`src/rtl/linker_ctl_regs.vh`:
```
`ifndef LINKER_CTL_REGS_VH
`define LINKER_CTL_REGS_VH

// control chain layout
`define CTL_WIDTH       10
`define CTL_RESET       10'h000
`define CTL_UPDOWN      9
`define CTL_LATCH_ZERO  8
`define CTL_OUT_POL     7
`define CTL_SRC_HI      6
`define CTL_SRC_LO      5
`define CTL_PAR_MASK    4
`define CTL_DRIVE_TS    3
`define CTL_OUT_EN      2
`define CTL_IN_POL      1
`define CTL_DT_DISABLE  0

// output source codes
`define SRC_STATIC      2'h0
`define SRC_PARITY      2'h1
`define SRC_COUNT_END   2'h2
`define SRC_INPUT       2'h3

// instruction codes
`define IR_WIDTH        8
`define IR_SCANCTL_A    8'h8E
`define IR_SCANCTL_B    8'h0F
`define IR_COUNT_A      8'h88
`define IR_COUNT_B      8'h09

// counter
`define CNT_WIDTH       8
`define CNT_ZERO        8'h00
`define CNT_FULL        8'hFF

// tap states
`define TAP_RESET       4'h0
`define TAP_IDLE        4'h1
`define TAP_SEL_DR      4'h2
`define TAP_CAP_DR      4'h3
`define TAP_SHIFT_DR    4'h4
`define TAP_EXIT1_DR    4'h5
`define TAP_PAUSE_DR    4'h6
`define TAP_EXIT2_DR    4'h7
`define TAP_UPDATE_DR   4'h8
`define TAP_SEL_IR      4'h9
`define TAP_CAP_IR      4'hA
`define TAP_SHIFT_IR    4'hB
`define TAP_EXIT1_IR    4'hC
`define TAP_PAUSE_IR    4'hD
`define TAP_EXIT2_IR    4'hE
`define TAP_UPDATE_IR   4'hF

`endif

```
`src/rtl/tap_tracker.v`:
```
`include "linker_ctl_regs.vh"

// follows the test bus state machine on each sampled test clock rise
module tap_tracker (
	input  wire       sys_clk,
	input  wire       nrst,
	input  wire       tck_rise,
	input  wire       tms,
	output reg  [3:0] tap_state_q
);

	localparam S_RESET    = `TAP_RESET;
	localparam S_IDLE     = `TAP_IDLE;
	localparam S_SEL_DR   = `TAP_SEL_DR;
	localparam S_CAP_DR   = `TAP_CAP_DR;
	localparam S_SHIFT_DR = `TAP_SHIFT_DR;
	localparam S_EXIT1_DR = `TAP_EXIT1_DR;
	localparam S_PAUSE_DR = `TAP_PAUSE_DR;
	localparam S_EXIT2_DR = `TAP_EXIT2_DR;
	localparam S_UPD_DR   = `TAP_UPDATE_DR;
	localparam S_SEL_IR   = `TAP_SEL_IR;
	localparam S_CAP_IR   = `TAP_CAP_IR;
	localparam S_SHIFT_IR = `TAP_SHIFT_IR;
	localparam S_EXIT1_IR = `TAP_EXIT1_IR;
	localparam S_PAUSE_IR = `TAP_PAUSE_IR;
	localparam S_EXIT2_IR = `TAP_EXIT2_IR;
	localparam S_UPD_IR   = `TAP_UPDATE_IR;

	reg [3:0] tap_state_d;

	always @* begin
		case (tap_state_q)
			S_RESET:    tap_state_d = tms ? S_RESET : S_IDLE;
			S_IDLE:     tap_state_d = tms ? S_SEL_DR : S_IDLE;
			S_SEL_DR:   tap_state_d = tms ? S_SEL_IR : S_CAP_DR;
			S_CAP_DR:   tap_state_d = tms ? S_EXIT1_DR : S_SHIFT_DR;
			S_SHIFT_DR: tap_state_d = tms ? S_EXIT1_DR : S_SHIFT_DR;
			S_EXIT1_DR: tap_state_d = tms ? S_UPD_DR : S_PAUSE_DR;
			S_PAUSE_DR: tap_state_d = tms ? S_EXIT2_DR : S_PAUSE_DR;
			S_EXIT2_DR: tap_state_d = tms ? S_UPD_DR : S_SHIFT_DR;
			S_UPD_DR:   tap_state_d = tms ? S_SEL_DR : S_IDLE;
			S_SEL_IR:   tap_state_d = tms ? S_RESET : S_CAP_IR;
			S_CAP_IR:   tap_state_d = tms ? S_EXIT1_IR : S_SHIFT_IR;
			S_SHIFT_IR: tap_state_d = tms ? S_EXIT1_IR : S_SHIFT_IR;
			S_EXIT1_IR: tap_state_d = tms ? S_UPD_IR : S_PAUSE_IR;
			S_PAUSE_IR: tap_state_d = tms ? S_EXIT2_IR : S_PAUSE_IR;
			S_EXIT2_IR: tap_state_d = tms ? S_UPD_IR : S_SHIFT_IR;
			S_UPD_IR:   tap_state_d = tms ? S_SEL_DR : S_IDLE;
			default:    tap_state_d = S_RESET;
		endcase
	end

	always @(posedge sys_clk) begin
		if (!nrst)
			tap_state_q <= S_RESET;
		else if (tck_rise)
			tap_state_q <= tap_state_d;
	end

endmodule

```
`src/rtl/scan_linker_ctl.v`:
```
// Contract
// - ten-bit serial control chain, all bits cleared by test logic reset
// - shifted bits act only after latching at Update-DR
// - bit 9 picks counter direction: 0 up, 1 down; reset is up
// - bit 8 with down count halts counter at zero, ignoring input edges
// - bit 7 sets output polarity; inactive drives the opposite level
// - bits 6:5 pick output source: static, parity error, count end, input
// - count end is low at zero counting down or all ones counting up
// - parity output active from falling edge into Pause-IR to Exit2-IR
// - parity output active in Pause-IR only when parity error is low
// - bit 4 masks parity indication, holding output inactive
// - bit 3 picks drive: 0 open-drain, 1 three-state; reset open-drain
// - bit 2 enables output; disabled floats or shows high when open-drain
// - bit 1 sets input polarity and the counting edge
// - source 11 makes output active exactly while input is active
// - bit 0 floats downstream clock, data and mode pins; data gated by select
// - parity error is 1 for even count of ones in instruction register
// - counter advances on input events only in Run-Test/Idle under count
// - chain reached only by its scan instruction, no capture at Capture-DR
`include "linker_ctl_regs.vh"

module scan_linker_ctl #(
	parameter IR_W  = `IR_WIDTH,
	parameter CNT_W = `CNT_WIDTH,
	parameter NPATH = 4
) (
	input  wire             sys_clk,
	input  wire             nrst,
	input  wire             tck,
	input  wire             tms,
	input  wire             tdi,
	input  wire [IR_W-1:0]  instruction_reg,
	input  wire             condition_input,
	input  wire [NPATH-1:0] select_data_gate,
	output reg              ctl_tdo_q,
	output reg              condition_output_q,
	output reg              condition_output_oe_q,
	output reg              downstream_test_clock_oe_q,
	output reg              downstream_test_mode_select_oe_q,
	output reg  [NPATH-1:0] downstream_test_data_out_oe_q,
	output reg  [CNT_W-1:0] count_value_q,
	output reg  [9:0]       linker_control_chain_q
);

	// every pin input passes two flops before use
	reg [1:0] tck_sync_q;
	reg [1:0] tms_sync_q;
	reg [1:0] tdi_sync_q;
	reg [1:0] cin_sync_q;
	reg       tck_prev_q;
	reg       cin_prev_q;
	reg [9:0] shift_q;
	reg       parity_window_q;
	wire      tck_rise;
	wire      tck_fall;
	wire [3:0] tap_state;

	function is_ctl_scan;
		input [IR_W-1:0] ir;
		begin
			is_ctl_scan = (ir == `IR_SCANCTL_A) || (ir == `IR_SCANCTL_B);
		end
	endfunction

	function is_count;
		input [IR_W-1:0] ir;
		begin
			is_count = (ir == `IR_COUNT_A) || (ir == `IR_COUNT_B);
		end
	endfunction

	always @(posedge sys_clk) begin
		if (!nrst) begin
			tck_sync_q <= 2'h0;
			tms_sync_q <= 2'h3;
			tdi_sync_q <= 2'h3;
			cin_sync_q <= 2'h0;
			tck_prev_q <= 1'b0;
			cin_prev_q <= 1'b0;
		end else begin
			tck_sync_q <= {tck_sync_q[0], tck};
			tms_sync_q <= {tms_sync_q[0], tms};
			tdi_sync_q <= {tdi_sync_q[0], tdi};
			cin_sync_q <= {cin_sync_q[0], condition_input};
			tck_prev_q <= tck_sync_q[1];
			cin_prev_q <= cin_sync_q[1];
		end
	end

	assign tck_rise = tck_sync_q[1] & ~tck_prev_q;
	assign tck_fall = ~tck_sync_q[1] & tck_prev_q;

	tap_tracker u_tap (
		.sys_clk     (sys_clk),
		.nrst        (nrst),
		.tck_rise    (tck_rise),
		.tms         (tms_sync_q[1]),
		.tap_state_q (tap_state)
	);

	wire ctl_sel = is_ctl_scan(instruction_reg);

	// shift on rising edges; Capture-DR leaves the chain untouched
	always @(posedge sys_clk) begin
		if (!nrst)
			shift_q <= `CTL_RESET;
		else if (tap_state == `TAP_RESET)
			shift_q <= `CTL_RESET;
		else if (tck_rise && ctl_sel && tap_state == `TAP_SHIFT_DR)
			shift_q <= {tdi_sync_q[1], shift_q[9:1]};
	end

	// latch on the falling edge inside Update-DR
	always @(posedge sys_clk) begin
		if (!nrst)
			linker_control_chain_q <= `CTL_RESET;
		else if (tap_state == `TAP_RESET)
			linker_control_chain_q <= `CTL_RESET;
		else if (tck_fall && ctl_sel && tap_state == `TAP_UPDATE_DR)
			linker_control_chain_q <= shift_q;
	end

	always @(posedge sys_clk) begin
		if (!nrst)
			ctl_tdo_q <= 1'b0;
		else if (tck_fall)
			ctl_tdo_q <= shift_q[0];
	end

	wire       count_down = linker_control_chain_q[`CTL_UPDOWN];
	wire       latch_zero = linker_control_chain_q[`CTL_LATCH_ZERO];
	wire       out_pol    = linker_control_chain_q[`CTL_OUT_POL];
	wire [1:0] src_sel    = {linker_control_chain_q[`CTL_SRC_HI],
	                         linker_control_chain_q[`CTL_SRC_LO]};
	wire       par_mask   = linker_control_chain_q[`CTL_PAR_MASK];
	wire       drive_ts   = linker_control_chain_q[`CTL_DRIVE_TS];
	wire       out_en     = linker_control_chain_q[`CTL_OUT_EN];
	wire       in_pol     = linker_control_chain_q[`CTL_IN_POL];
	wire       dt_disable = linker_control_chain_q[`CTL_DT_DISABLE];

	// input edge into active level counts as one event
	wire cin_now   = cin_sync_q[1];
	wire cin_event = (cin_now ^ cin_prev_q) & (cin_now == in_pol);
	wire cin_act   = (cin_now == in_pol);

	wire parity_err = ~(^instruction_reg);

	wire count_end_n = count_down ? (count_value_q != `CNT_ZERO)
	                              : (count_value_q != `CNT_FULL);

	wire halt = count_down & latch_zero & (count_value_q == `CNT_ZERO);

	// preload and readback of the counter live elsewhere
	always @(posedge sys_clk) begin
		if (!nrst)
			count_value_q <= `CNT_ZERO;
		else if (cin_event && !halt && is_count(instruction_reg) &&
		         tap_state == `TAP_IDLE) begin
			if (count_down)
				count_value_q <= count_value_q - 1'b1;
			else
				count_value_q <= count_value_q + 1'b1;
		end
	end

	// window tracks the falling edges into Pause-IR and into Exit2-IR
	always @(posedge sys_clk) begin
		if (!nrst)
			parity_window_q <= 1'b0;
		else if (tck_fall)
			parity_window_q <= (tap_state == `TAP_PAUSE_IR);
	end

	reg active;
	reg pin_level;
	reg pin_oe;

	always @* begin
		case (src_sel)
			`SRC_STATIC:    active = 1'b0;
			`SRC_PARITY:    active = parity_window_q & ~parity_err & ~par_mask;
			`SRC_COUNT_END: active = ~count_end_n;
			`SRC_INPUT:     active = cin_act;
			default:        active = 1'b0;
		endcase
		pin_level = active ? out_pol : ~out_pol;
		// open-drain only pulls low; a high level comes from the pull-up
		if (!out_en) begin
			pin_level = 1'b1;
			pin_oe    = 1'b0;
		end else if (drive_ts) begin
			pin_oe    = 1'b1;
		end else begin
			pin_oe    = ~pin_level;
			pin_level = 1'b0;
		end
	end

	always @(posedge sys_clk) begin
		if (!nrst) begin
			condition_output_q    <= 1'b1;
			condition_output_oe_q <= 1'b0;
		end else begin
			condition_output_q    <= pin_level;
			condition_output_oe_q <= pin_oe;
		end
	end

	always @(posedge sys_clk) begin
		if (!nrst) begin
			downstream_test_clock_oe_q       <= 1'b1;
			downstream_test_mode_select_oe_q <= 1'b1;
			downstream_test_data_out_oe_q    <= {NPATH{1'b0}};
		end else begin
			downstream_test_clock_oe_q       <= ~dt_disable;
			downstream_test_mode_select_oe_q <= ~dt_disable;
			downstream_test_data_out_oe_q    <= {NPATH{~dt_disable}} & select_data_gate;
		end
	end

endmodule

```
`config.mk`:
```
export PLATFORM = sky130hd
export DESIGN_NAME = scan_linker_ctl
export DESIGN_NICKNAME = d
export VERILOG_FILES = /design/src/rtl/tap_tracker.v /design/src/rtl/scan_linker_ctl.v
export VERILOG_INCLUDE_DIRS = /design/src /design/src/rtl
export SDC_FILE = /design/constraint.sdc
export NUM_CORES = 1
export LEC_CHECK = 0
export ABC_CLOCK_PERIOD_IN_PS = 2100
export BUFFER_PORTS_ARGS = -buffer_cell sky130_fd_sc_hd__buf_2
export CAP_MARGIN = 30
export CORE_MARGIN = 3
export CORE_UTILIZATION = 55
export CTS_CLUSTER_DIAMETER = 150
export DETAILED_ROUTE_END_ITERATION = 8
export GPL_ROUTABILITY_DRIVEN = 1
export GPL_TIMING_DRIVEN = 0
export PLACE_DENSITY_LB_ADDON = 0.3
export SYNTH_ARGS = -nofsm -noshare
export SYNTH_HDL_FRONTEND = slang
export SYNTH_SLANG_ARGS = --single-unit
```
`constraint.sdc`:
```
create_clock -name sys_clk -period 2.1 [get_ports sys_clk]
set_input_delay 0.21 -clock sys_clk [delete_from_list [all_inputs] [get_ports sys_clk]]
set_output_delay 0.21 -clock sys_clk [all_outputs]
set_load 0.03 [all_outputs]
```
==> results of run 1 <==
## placed cells by master, fill, tap and decap left out, types with 2 or more instances in the layout
cell type	count
o21ai_0	9
a21boi_1	2
clkbuf_1	12
and2_1	15
nand2_1	16
buf_2	45
a21oi_1	8
nand4b_1	2
inv_1	13
nor2b_1	13
o31ai_1	2
nand3_1	7
dfxtp_1	50
a211oi_1	2
nor4_2	2
nor2_1	29
clkbuf_8	6
mux2i_1	27
o21a_1	2
a31oi_1	4
ha_1	15
nor3_1	3
a22oi_1	2
xnor2_1	7
o211ai_1	4
nor4_1	3
a21boi_0	2
nand2b_1	9
nand4_1	2
a211o_1	2
## state kept, by name (all words and copies together) (netlist names)
register,count
u_tap.tap_state_q,4
count_value_q,8
downstream_test_data_out_oe_q,4
linker_control_chain_q,10
condition_output_oe_q,1
cin_prev_q,1
parity_window_q,1
shift_q,10
tck_prev_q,1
tms_sync_q,2
tdi_sync_q,2
cin_sync_q,2
downstream_test_mode_select_oe_q,1
condition_output_q,1
tck_sync_q,2
ctl_tdo_q,1
## stage by stage
step	std cells	cell area [um2]	hold WS, ps	util
2_1_floorplan	286	2621	311.5	-
3_3_place_gp	381	2902	388.5	0.6485
3_5_place_dp	381	2902	391.8	0.6485
4_1_cts	389	2997	82.70	0.6697
5_1_grt	389	2999	87.01	0.6703
6_report	389	2999	89.38	0.6703
## worst min path at each step
stage,start,endpoint,slack [ps],cells after the start
floorplan,tdi,tdi_sync_q[0],310,1
global placement,tdi_sync_q[0],tdi_sync_q[1],390,1
detailed placement,tms_sync_q[0],tms_sync_q[1],390,1
CTS,tdi,tdi_sync_q[0],80,2
global route,tdi,tdi_sync_q[0],90,2
finish,tdi,tdi_sync_q[0],90,2
## cell type report
class	instances	area, um2
multi-input combinational	208	1491
inverter	13	48.80
timing repair buffer	43	215.2
fill	384	1475
sequential	51	1025
clock inverter	1	8.758
clock buffer	7	86.33
buffer	14	58.81
tap	52	65.06
## cells by family (layout without fill, tap and decap cells)
group / count (synthesis) / after routing
AOI/OAI and AO/OA: 48 / 48
xor gates and xnor gates: 8 / 8
adders and majority gates: 16 / 16
buffers and inverters: 27 / 78
DFF: 51 / 51
muxes: 27 / 27
and+or+nand+nor: 109 / 109
## Yosys cell counts, types with 2 or more instances
master,instances
a21boi_1,2
nor4_1,3
nand2_1,16
mux2i_1,27
o211ai_1,4
inv_1,13
nand2b_1,9
nor3_1,3
a22oi_1,2
o21a_1,2
clkbuf_1,11
dfxtp_1,51
xnor2_1,7
nor2b_1,13
a211oi_1,2
nor4_2,2
a211o_1,2
buf_2,2
ha_1,15
o31ai_1,2
a21oi_1,8
o21ai_0,9
and2_1,15
a31oi_1,4
a21boi_0,2
nor2_1,29
nand4_1,2
nand4b_1,2
nand3_1,7
## per-layer routing
layer | up-vias | wire length, um | GRT usage
met5 | - | 0 | 0
met4 | 0 | 54 | 0.07312
met3 | 4 | 180 | 0.04005
met2 | 42 | 2619 | 0.3356
met1 | 994 | 2474 | 0.2574
li1 | 1093 | - | -
## worst reg2reg max path, stage by stage, from the launching register on
cell and delay [ps]:
dfxtp_4 410, ha_1 350, nor2b_1 160, o31a_1 280, or4b_1 480, a31oi_1 160
o21a_1 120
## power by group through the flow
| stage | Combinational (mW) | Sequential [mW] | Clock [mW] |
|---|---|---|---|
| finish | 0.118 | 0.984 | 0.577 |
| detailed placement | 0.119 | 1.01 | 0 |
| floorplan | 0.0708 | 1.02 | 0 |
| global route | 0.132 | 0.986 | 0.631 |
| global placement | 0.114 | 1.01 | 0 |
| CTS | 0.119 | 0.986 | 0.591 |
## what timing repair did
item,in CTS,in global routing
setup endpoints to repair,0,2
resized for setup,0,1
endpoints found under the hold margin,0,0
hold buffers,0,0
==> results.cfg, run 1 <==
[critical_path]
arrival_ps = 2260
path_class = flip-flop to flip-flop
crit_end = count_value_q[6]
critPathCaptureType = flip-flop
setup.worst_path.start = linker_control_chain_q[9]
path_max_fanout = 13
r2r-start = linker_control_chain_q[9]
crit_path_start_kind = flip-flop
worst_r2r_endpoint = count_value_q[6]
crit_path_max_incr_delay_ps = 480
critical-path-slowest-cell = or4b_1
crit_required_ps = 2340
timing.critical_path.buf_inv = 0
critical_path.top_delay_family = simple AND/OR/NAND/NOR gates
rrSetupSlack_ps = 80
crit_chain = ha_1 > nor2b_1 > o31a_1 > or4b_1 > a31oi_1 > o21a_1
rr_worst_depth = 6
path_depth = 6

[power]
p_comb_frac = 0.071
swShare = 0.2261
power_mw = 1.679
ir_worst_vdd_mv = 0.3127
seqPwrFrac = 0.586
p_int_mw = 1.300
power_density_nw_per_um2 = 559.9
clkPwrFrac = 0.343
p_sw_uw = 379.7
leakagePower_nw = 1.387

[logic_synthesis]
yosysUniqueCellTypes = 49
synth_top_area_share = 0.3897
synthMuxAreaShare = 0.1032
synth_edf_count = 0
dominantRegCellSynth = dfxtp_1
yosys.area_share.simple = 0.2292
syn_nets = 320
synth_compound_area_frac = 0.1309
synth_top_family_by_area = simple AND/OR/NAND/NOR gates
syn_area_um2 = 2620
ys_warn_count = 0
async_flop_share = 0
synth_top_area_cell = dfxtp_1
synth-xor-area-share = 0.02674
synth_seq_area_share = 0.3897
synthAdderAreaFrac = 0.07927
synth_area_leaders = dfxtp_1 39%, mux2i_1 10%, ha_1 7.2%
synth-seq-cells = 51
postSynthAreaPerCell_um2 = 9.161
synth_cells = 286

[finish]
area_growth_pct = 14.47
antenna_cells = 0
fin_nets = 370
layout-drive-gt1-share = 0.1751

[floorplan]
die_h_um = 75.02
ios = 45
start_util = 0.5856
die_w_um = 75.02
dieArea_um2 = 5628
fp-row-count = 24
core_area_um2 = 4474

[drt]
drtIter0Drc = 91
vias = 2133
wirelength_um = 5328
drc = 0
dr.pass1.iters = 4
vias_per_cell = 5.483
wire_per_inst_um = 13.70
ant_nets = 0

[cts]
h-tree-depth = 2
cts-root-buf = clkbuf_8
clock_latency_ps = 290
cts.sinks = 51
path_clk_slew_ps = 90
post_cts_buffers = 0
clockBufferDepth = 2
cts_tree = built
numCtsBuffers = 5

[timing]
layout_min_cycle_time_ps = 2017
final.setup.worst_slack_ps = 83.36
post-route-period-util = 0.9603
hold_violations = 0
clock_skew_ps = 7.781
finalSetupViolations = 0
worst_slew_pin_slew_ps = 485.9
setup_tns_ps = 0
finalMaxSlewViolations = 0
rsz0062_at_grt = false
fmax_ghz = 0.4959
relSlewSlack = 0.6761

[global_routing]
antenna_found_initial = 0
gr-total-overflow = 0
grt_max_degree = 16
grt.total_usage = 0.2012
grt_pass1_wl_um = 8894
grt_pass1_vias = 2007

[run]
max-cap-violations = 0

[place]
dp.final_hpwl_um = 4069
routabilityCongestion = 0.8626
placement.io_buffers = 43
dp_slack_ps = 24.70

[run_status]
outcome = complete, no violations

[min_path]
min_path_type = input port to flip-flop
Power figures use the tool's default switching activity.
==> run 2, diff against run 1 <==
- REMOVE_ABC_BUFFERS: unset -> 1
- SKIP_LAST_GASP: unset -> 1
- SLEW_MARGIN: unset -> 40
==> run 2 against run 1 <==
  * Global-route usage shrank 1.1 points
  * Highest routed layer unchanged
  * Design area decreased by 0.29%
  * Clock skew is 1.5 ps lower
  * Wire length fell by 4.6%
==> results.cfg, run 2 (synthesis results as in run 1) <==
[cts]
path_clk_slew_ps = 100
numCtsBuffers = 5
h-tree-depth = 2
holdBufCountCts = 0
clockBufferDepth = 2
cts.sinks = 51
clock_latency_ps = 300
cts-root-buf = clkbuf_8
cts_tree = built

[drt]
vias = 2099
wirelength_um = 5084
drc = 0
wire_per_inst_um = 13.38
vias_per_cell = 5.524
drtIter0Drc = 89
ant_nets = 0
dr.pass1.iters = 4

[power]
swShare = 0.2436
clkPwrFrac = 0.348
leakagePower_nw = 1.384
seqPwrFrac = 0.587
power_density_nw_per_um2 = 563.2
p_comb_frac = 0.065
power_mw = 1.684
p_sw_uw = 410.3
ir_worst_vdd_mv = 0.6545
p_int_mw = 1.274

[place]
postPlaceCellArea_um2 = 2869
dp.final_hpwl_um = 3732
dp_slack_ps = -233.9
placement.io_buffers = 44
routabilityCongestion = 0.8182
place_inst = 371

[finish]
fin_nets = 361
stdcell_area_um2 = 2990
final_core_util = 0.6683
antenna_cells = 0
final_common_cell = dfxtp_1
final_cell_mix = 50 x dfxtp_1, 47 x buf_2, 29 x nor2_1
fin_cells = 380
layout-drive-gt1-share = 0.2012
reg.largest.list = linker_control_chain_q: 10 flops, shift_q: 10 flops, count_value_q: 8 flops
area_growth_pct = 14.14

[floorplan]
start_util = 0.5856
dieArea_um2 = 5628
ios = 45
die_w_um = 75.02
fp-row-count = 24
core_area_um2 = 4474
die_h_um = 75.02

[critical_path]
path_max_fanout = 13
crit_chain = ha_1 > nor2b_1 > o31a_1 > or4b_1 > a31oi_1 > o21a_1
critical_path.top_delay_family = simple AND/OR/NAND/NOR gates
critPathCaptureType = flip-flop
arrival_ps = 2250
crit_path_max_incr_delay_ps = 470
timing.critical_path.buf_inv = 0
critical-path-slowest-cell = or4b_1
path_class = flip-flop to flip-flop
crit_path_start_kind = flip-flop
crit_required_ps = 2360

[global_routing]
gr-usage-met1 = 0.2444
grt.busiest_layer = met2
antenna_found_initial = 0
grtUsageMet3 = 0.04406
grt.total_usage = 0.1905
use_met2 = 0.3191
grt_pass1_vias = 1856
gr-total-overflow = 0
grt_pass1_wl_um = 8286
grt_max_degree = 30

[timing]
hold_violations = 0
setup_tns_ps = 0
finalMaxSlewViolations = 0
rsz0062_at_grt = false
post-route-period-util = 0.9497
worst_slew_pin_slew_ps = 594.9
final.setup.worst_slack_ps = 105.6
fmax_ghz = 0.5014
relSlewSlack = 0.5990
finalSetupViolations = 0
layout_min_cycle_time_ps = 1994
holdWs_ps = 76.34
clock_skew_ps = 6.320

[run]
max-cap-violations = 0

[run_status]
outcome = complete, no violations

[min_path]
min_path_type = input port to flip-flop
-- run 2: cell types whose count changed in the layout (fill, tap and decap cells not counted), sizes merged --
cell	change
inv	+1
clkbuf	-13
buf	+2
clkinvlp	+1
-- run 2: cell type report --
cell class,count,area (um2)
Fill cell,377,1484
Inverter,13,48.80
Multi-Input combinational cell,208,1513
Timing Repair Buffer,48,242.7
Clock buffer,5,68.82
Tap cell,52,65.06
Sequential cell,51,1025
Clock inverter,3,27.53
-- run 2: routing by layer --
metal  up-vias  share of wire  wire length [um]
met3         5          0.058               293
li1       1080              -                 -
met1       956           0.47              2377
met4         0          0.011                57
met2        58           0.46              2355
met5         -              0                 0
-- run 2: worst paths after layout --
check,cells past startpoint,slack [ps],start,to
max,6,110,linker_control_chain_q[9],count_value_q[6]
min,2,80,tdi,tdi_sync_q[0]
max reg2reg,6,110,linker_control_chain_q[9],count_value_q[6]
min reg2reg,1,410,tms_sync_q[0],tms_sync_q[1]
-- run 2: worst reg2reg max path, cell delays in order (launching register included) --
cell     delay (ps)
dfxtp_4         410
ha_1            350
nor2b_1         170
o31a_1          270
or4b_1          470
a31oi_1         160
o21a_1          120
-- run 2: repair_timing --
item,4_1_cts,5_1_grt
buffers inserted,1,0
endpoints found under the setup margin,13,4
pin swaps,1,0
gates resized for setup,2,3
-- run 2: power groups by stage --
| stage | registers, mW | logic, mW | clock network, mW |
|---|---|---|---|
| after global placement | 1.01 | 0.105 | 0 |
| after detailed placement | 1.01 | 0.110 | 0 |
| after CTS | 0.991 | 0.111 | 0.599 |
| after global routing | 0.992 | 0.122 | 0.633 |
| after floorplan | 1.02 | 0.0597 | 0 |
| final | 0.989 | 0.109 | 0.586 |
==> run 3, diff against run 2 <==
- CORE_UTILIZATION: 55 -> 29
- SYNTH_HIERARCHICAL: unset -> 1
==> run 3 against run 2 <==
  * Clock skew increased by 0.80 ps
  * Die area increased by 79%
  * Global-route usage decreased by 7.9 points
  * Synthesized cell count decreased by 5.6%
  * Sequential power about the same
  * Sequential cell count unchanged
  * First-iteration DRC count decreased by 39%
  * Critical path depth unchanged
  * Sequential share of layout area decreased by 0.61 points
  * Worst hold slack got worse by 4.1 ps
  * Clock power increased by 39%
  * Critical endpoint unchanged
  * Highest routed layer unchanged
==> results.cfg, run 3 <==
[floorplan]
die_w_um = 100.4
die_h_um = 100.4
start_util = 0.3067
ios = 45
core_area_um2 = 8423
dieArea_um2 = 10080
fp-row-count = 33

[critical_path]
critPathCaptureType = flip-flop
r2r-start = linker_control_chain_q[9]
rrSetupSlack_ps = 80
path_class = flip-flop to flip-flop
crit_required_ps = 2350
worst_r2r_endpoint = count_value_q[6]
crit_path_start_kind = flip-flop
arrival_ps = 2270
rr_worst_depth = 6
path_max_fanout = 13

[place]
place_inst = 411
dp_slack_ps = -265.3
placement.io_buffers = 44
routabilityCongestion = 0.7473
dp.final_hpwl_um = 3827

[logic_synthesis]
synth.most_common_cell = dfxtp_1
yosysUniqueCellTypes = 61
synth_top_area_share = 0.3952
syn_area_um2 = 2584
postSynthAreaPerCell_um2 = 9.569
ys_warn_count = 6
synth-seq-cells = 51
synth_edf_count = 0
yosys-top-cells-count = 51 x dfxtp_1, 28 x nor2_1, 25 x mux2i_1
dominantRegCellSynth = dfxtp_1
synth_top_area_cell = dfxtp_1
async_flop_share = 0
synth_seq_area_share = 0.3952
synth_cells = 270
synth_area_leaders = dfxtp_1 40%, mux2i_1 9.7%, ha_1 7.3%

[finish]
fin_cells = 421
final_cell_mix = 48 x dfxtp_1, 47 x buf_2, 28 x nor2_1
nFillCells = 905
layout-drive-gt1-share = 0.2152
fin_nets = 349
antenna_cells = 0
final_common_cell = dfxtp_1
reg.largest.list = linker_control_chain_q: 10 flops, shift_q: 10 flops, count_value_q: 8 flops
area_growth_pct = 18.11
multi_input_area_um2 = 1454
ff_latch_area_um2 = 1027
final_core_util = 0.3623

[timing]
post-route-period-util = 0.9605
clock_skew_ps = 7.115
hold_violations = 0
worst_slew_pin_slew_ps = 589.6
fmax_ghz = 0.4958
finalMaxSlewViolations = 0
final.setup.worst_slack_ps = 82.92
finalSetupViolations = 0
holdWs_ps = 72.27
relSlewSlack = 0.6061
layout_min_cycle_time_ps = 2017
setup_tns_ps = 0
rsz0062_at_grt = true

[min_path]
worstHoldPathCells = 2
min_from = tdi
min_path_type = input port to flip-flop
hold_end = tdi_sync_q[0]

[power]
p_comb_frac = 0.055
ir_worst_vdd_mv = 0.3333
clkPwrFrac = 0.427
swShare = 0.2133
p_int_mw = 1.501
power_density_nw_per_um2 = 625.1
seqPwrFrac = 0.518
p_sw_uw = 407.0
leakagePower_nw = 1.443

[cts]
cts.sinks = 51
path_clk_slew_ps = 100
h-tree-depth = 2
clockBufferDepth = 2
numCtsBuffers = 5
cts-root-buf = clkbuf_8
holdBufCountCts = 0
clock_latency_ps = 310
cts_tree = built

[drt]
met2_length_um = 2337
routed.top_layer = met4
met3_length_um = 281
wirelength_um = 5262
wl_met1_um = 2561
wire_per_inst_um = 12.50
dr.pass1.iters = 4
vias_per_cell = 4.644
ant_nets = 0
drtIter0Drc = 54
drc = 0
vias = 1955

[global_routing]
antenna_found_initial = 0
gr-total-overflow = 0
grt.total_usage = 0.1116
grt_pass1_wl_um = 9059
grt_max_degree = 31
grt_pass1_vias = 1898

[run]
max-cap-violations = 0

[run_status]
outcome = complete, no violations
run 3: through the flow:
step	power [mW]	instance area, um2
2_1_floorplan	1.072	2520
3_3_place_gp	1.115	2872
3_5_place_dp	1.119	2894
4_1_cts	1.937	3047
5_1_grt	1.985	3052
6_report	1.908	3052
run 3: critical path, stage by stage, from the launching register on:
cell and delay, ps:
dfxtp_4 410, ha_1 340, nor2b_4 150, o31a_1 260, or4b_1 480, a31o_1 200, a21boi_2 120
run 3: logic make-up after synthesis:
| kind of cell | count (synthesis) | synth area share |
|---|---|---|
| AND/OR/NAND/NOR | 101 | 0.2237 |
| adder cells (fa/ha/maj) | 16 | 0.08039 |
| buffers and inverters | 25 | 0.04503 |
| multiplexers | 25 | 0.09685 |
| flip-flops | 51 | 0.3952 |
| XOR/XNOR | 10 | 0.03390 |
| AO/OA/AOI/OAI | 42 | 0.1249 |
run 3: per-layer routing:
metal,GRT usage,vias up
li1,-,1034
met5,0,-
met2,0.1621,44
met4,0.04145,0
met1,0.1571,871
met3,0.03058,6
run 3: layout make-up:
type | count | share of cell area
clock buffer | 5 | 0.02255
clock inverter | 3 | 0.02214
sequential | 51 | 0.3366
inverter | 14 | 0.01722
tap | 105 | 0.04305
timing repair buffer | 49 | 0.08200
multi-input combinational | 194 | 0.4764
run 3: worst max-delay path by stage:
stage / from / depth (start not counted) / end
finish: linker_control_chain_q[9] / 6 / count_value_q[6]
global route: linker_control_chain_q[9] / 6 / count_value_q[7]
CTS: linker_control_chain_q[9] / 6 / count_value_q[6]
detailed placement: instruction_reg[0] / 8 / linker_control_chain_q[4]
global placement: u_tap/tap_state_q[0] / 2 / linker_control_chain_q[9]
floorplan: u_tap/tap_state_q[0] / 2 / linker_control_chain_q[0]
run 3: repair_timing:
action | CTS | global route
setup endpoints to repair | 22 | 3
buffers inserted | 2 | 0
gates resized for setup | 1 | 3
endpoints found under the hold margin | 0 | 0
pin swaps | 2 | 0
run 3: power by group through the flow:
stage                     Sequential, mW  Combinational, mW  Clock (mW)
after floorplan                     1.02             0.0541           0
after global placement              1.01              0.103           0
after detailed placement            1.01              0.107           0
after CTS                          0.990              0.107       0.840
after global routing               0.991              0.120       0.873
final                              0.988              0.105       0.814
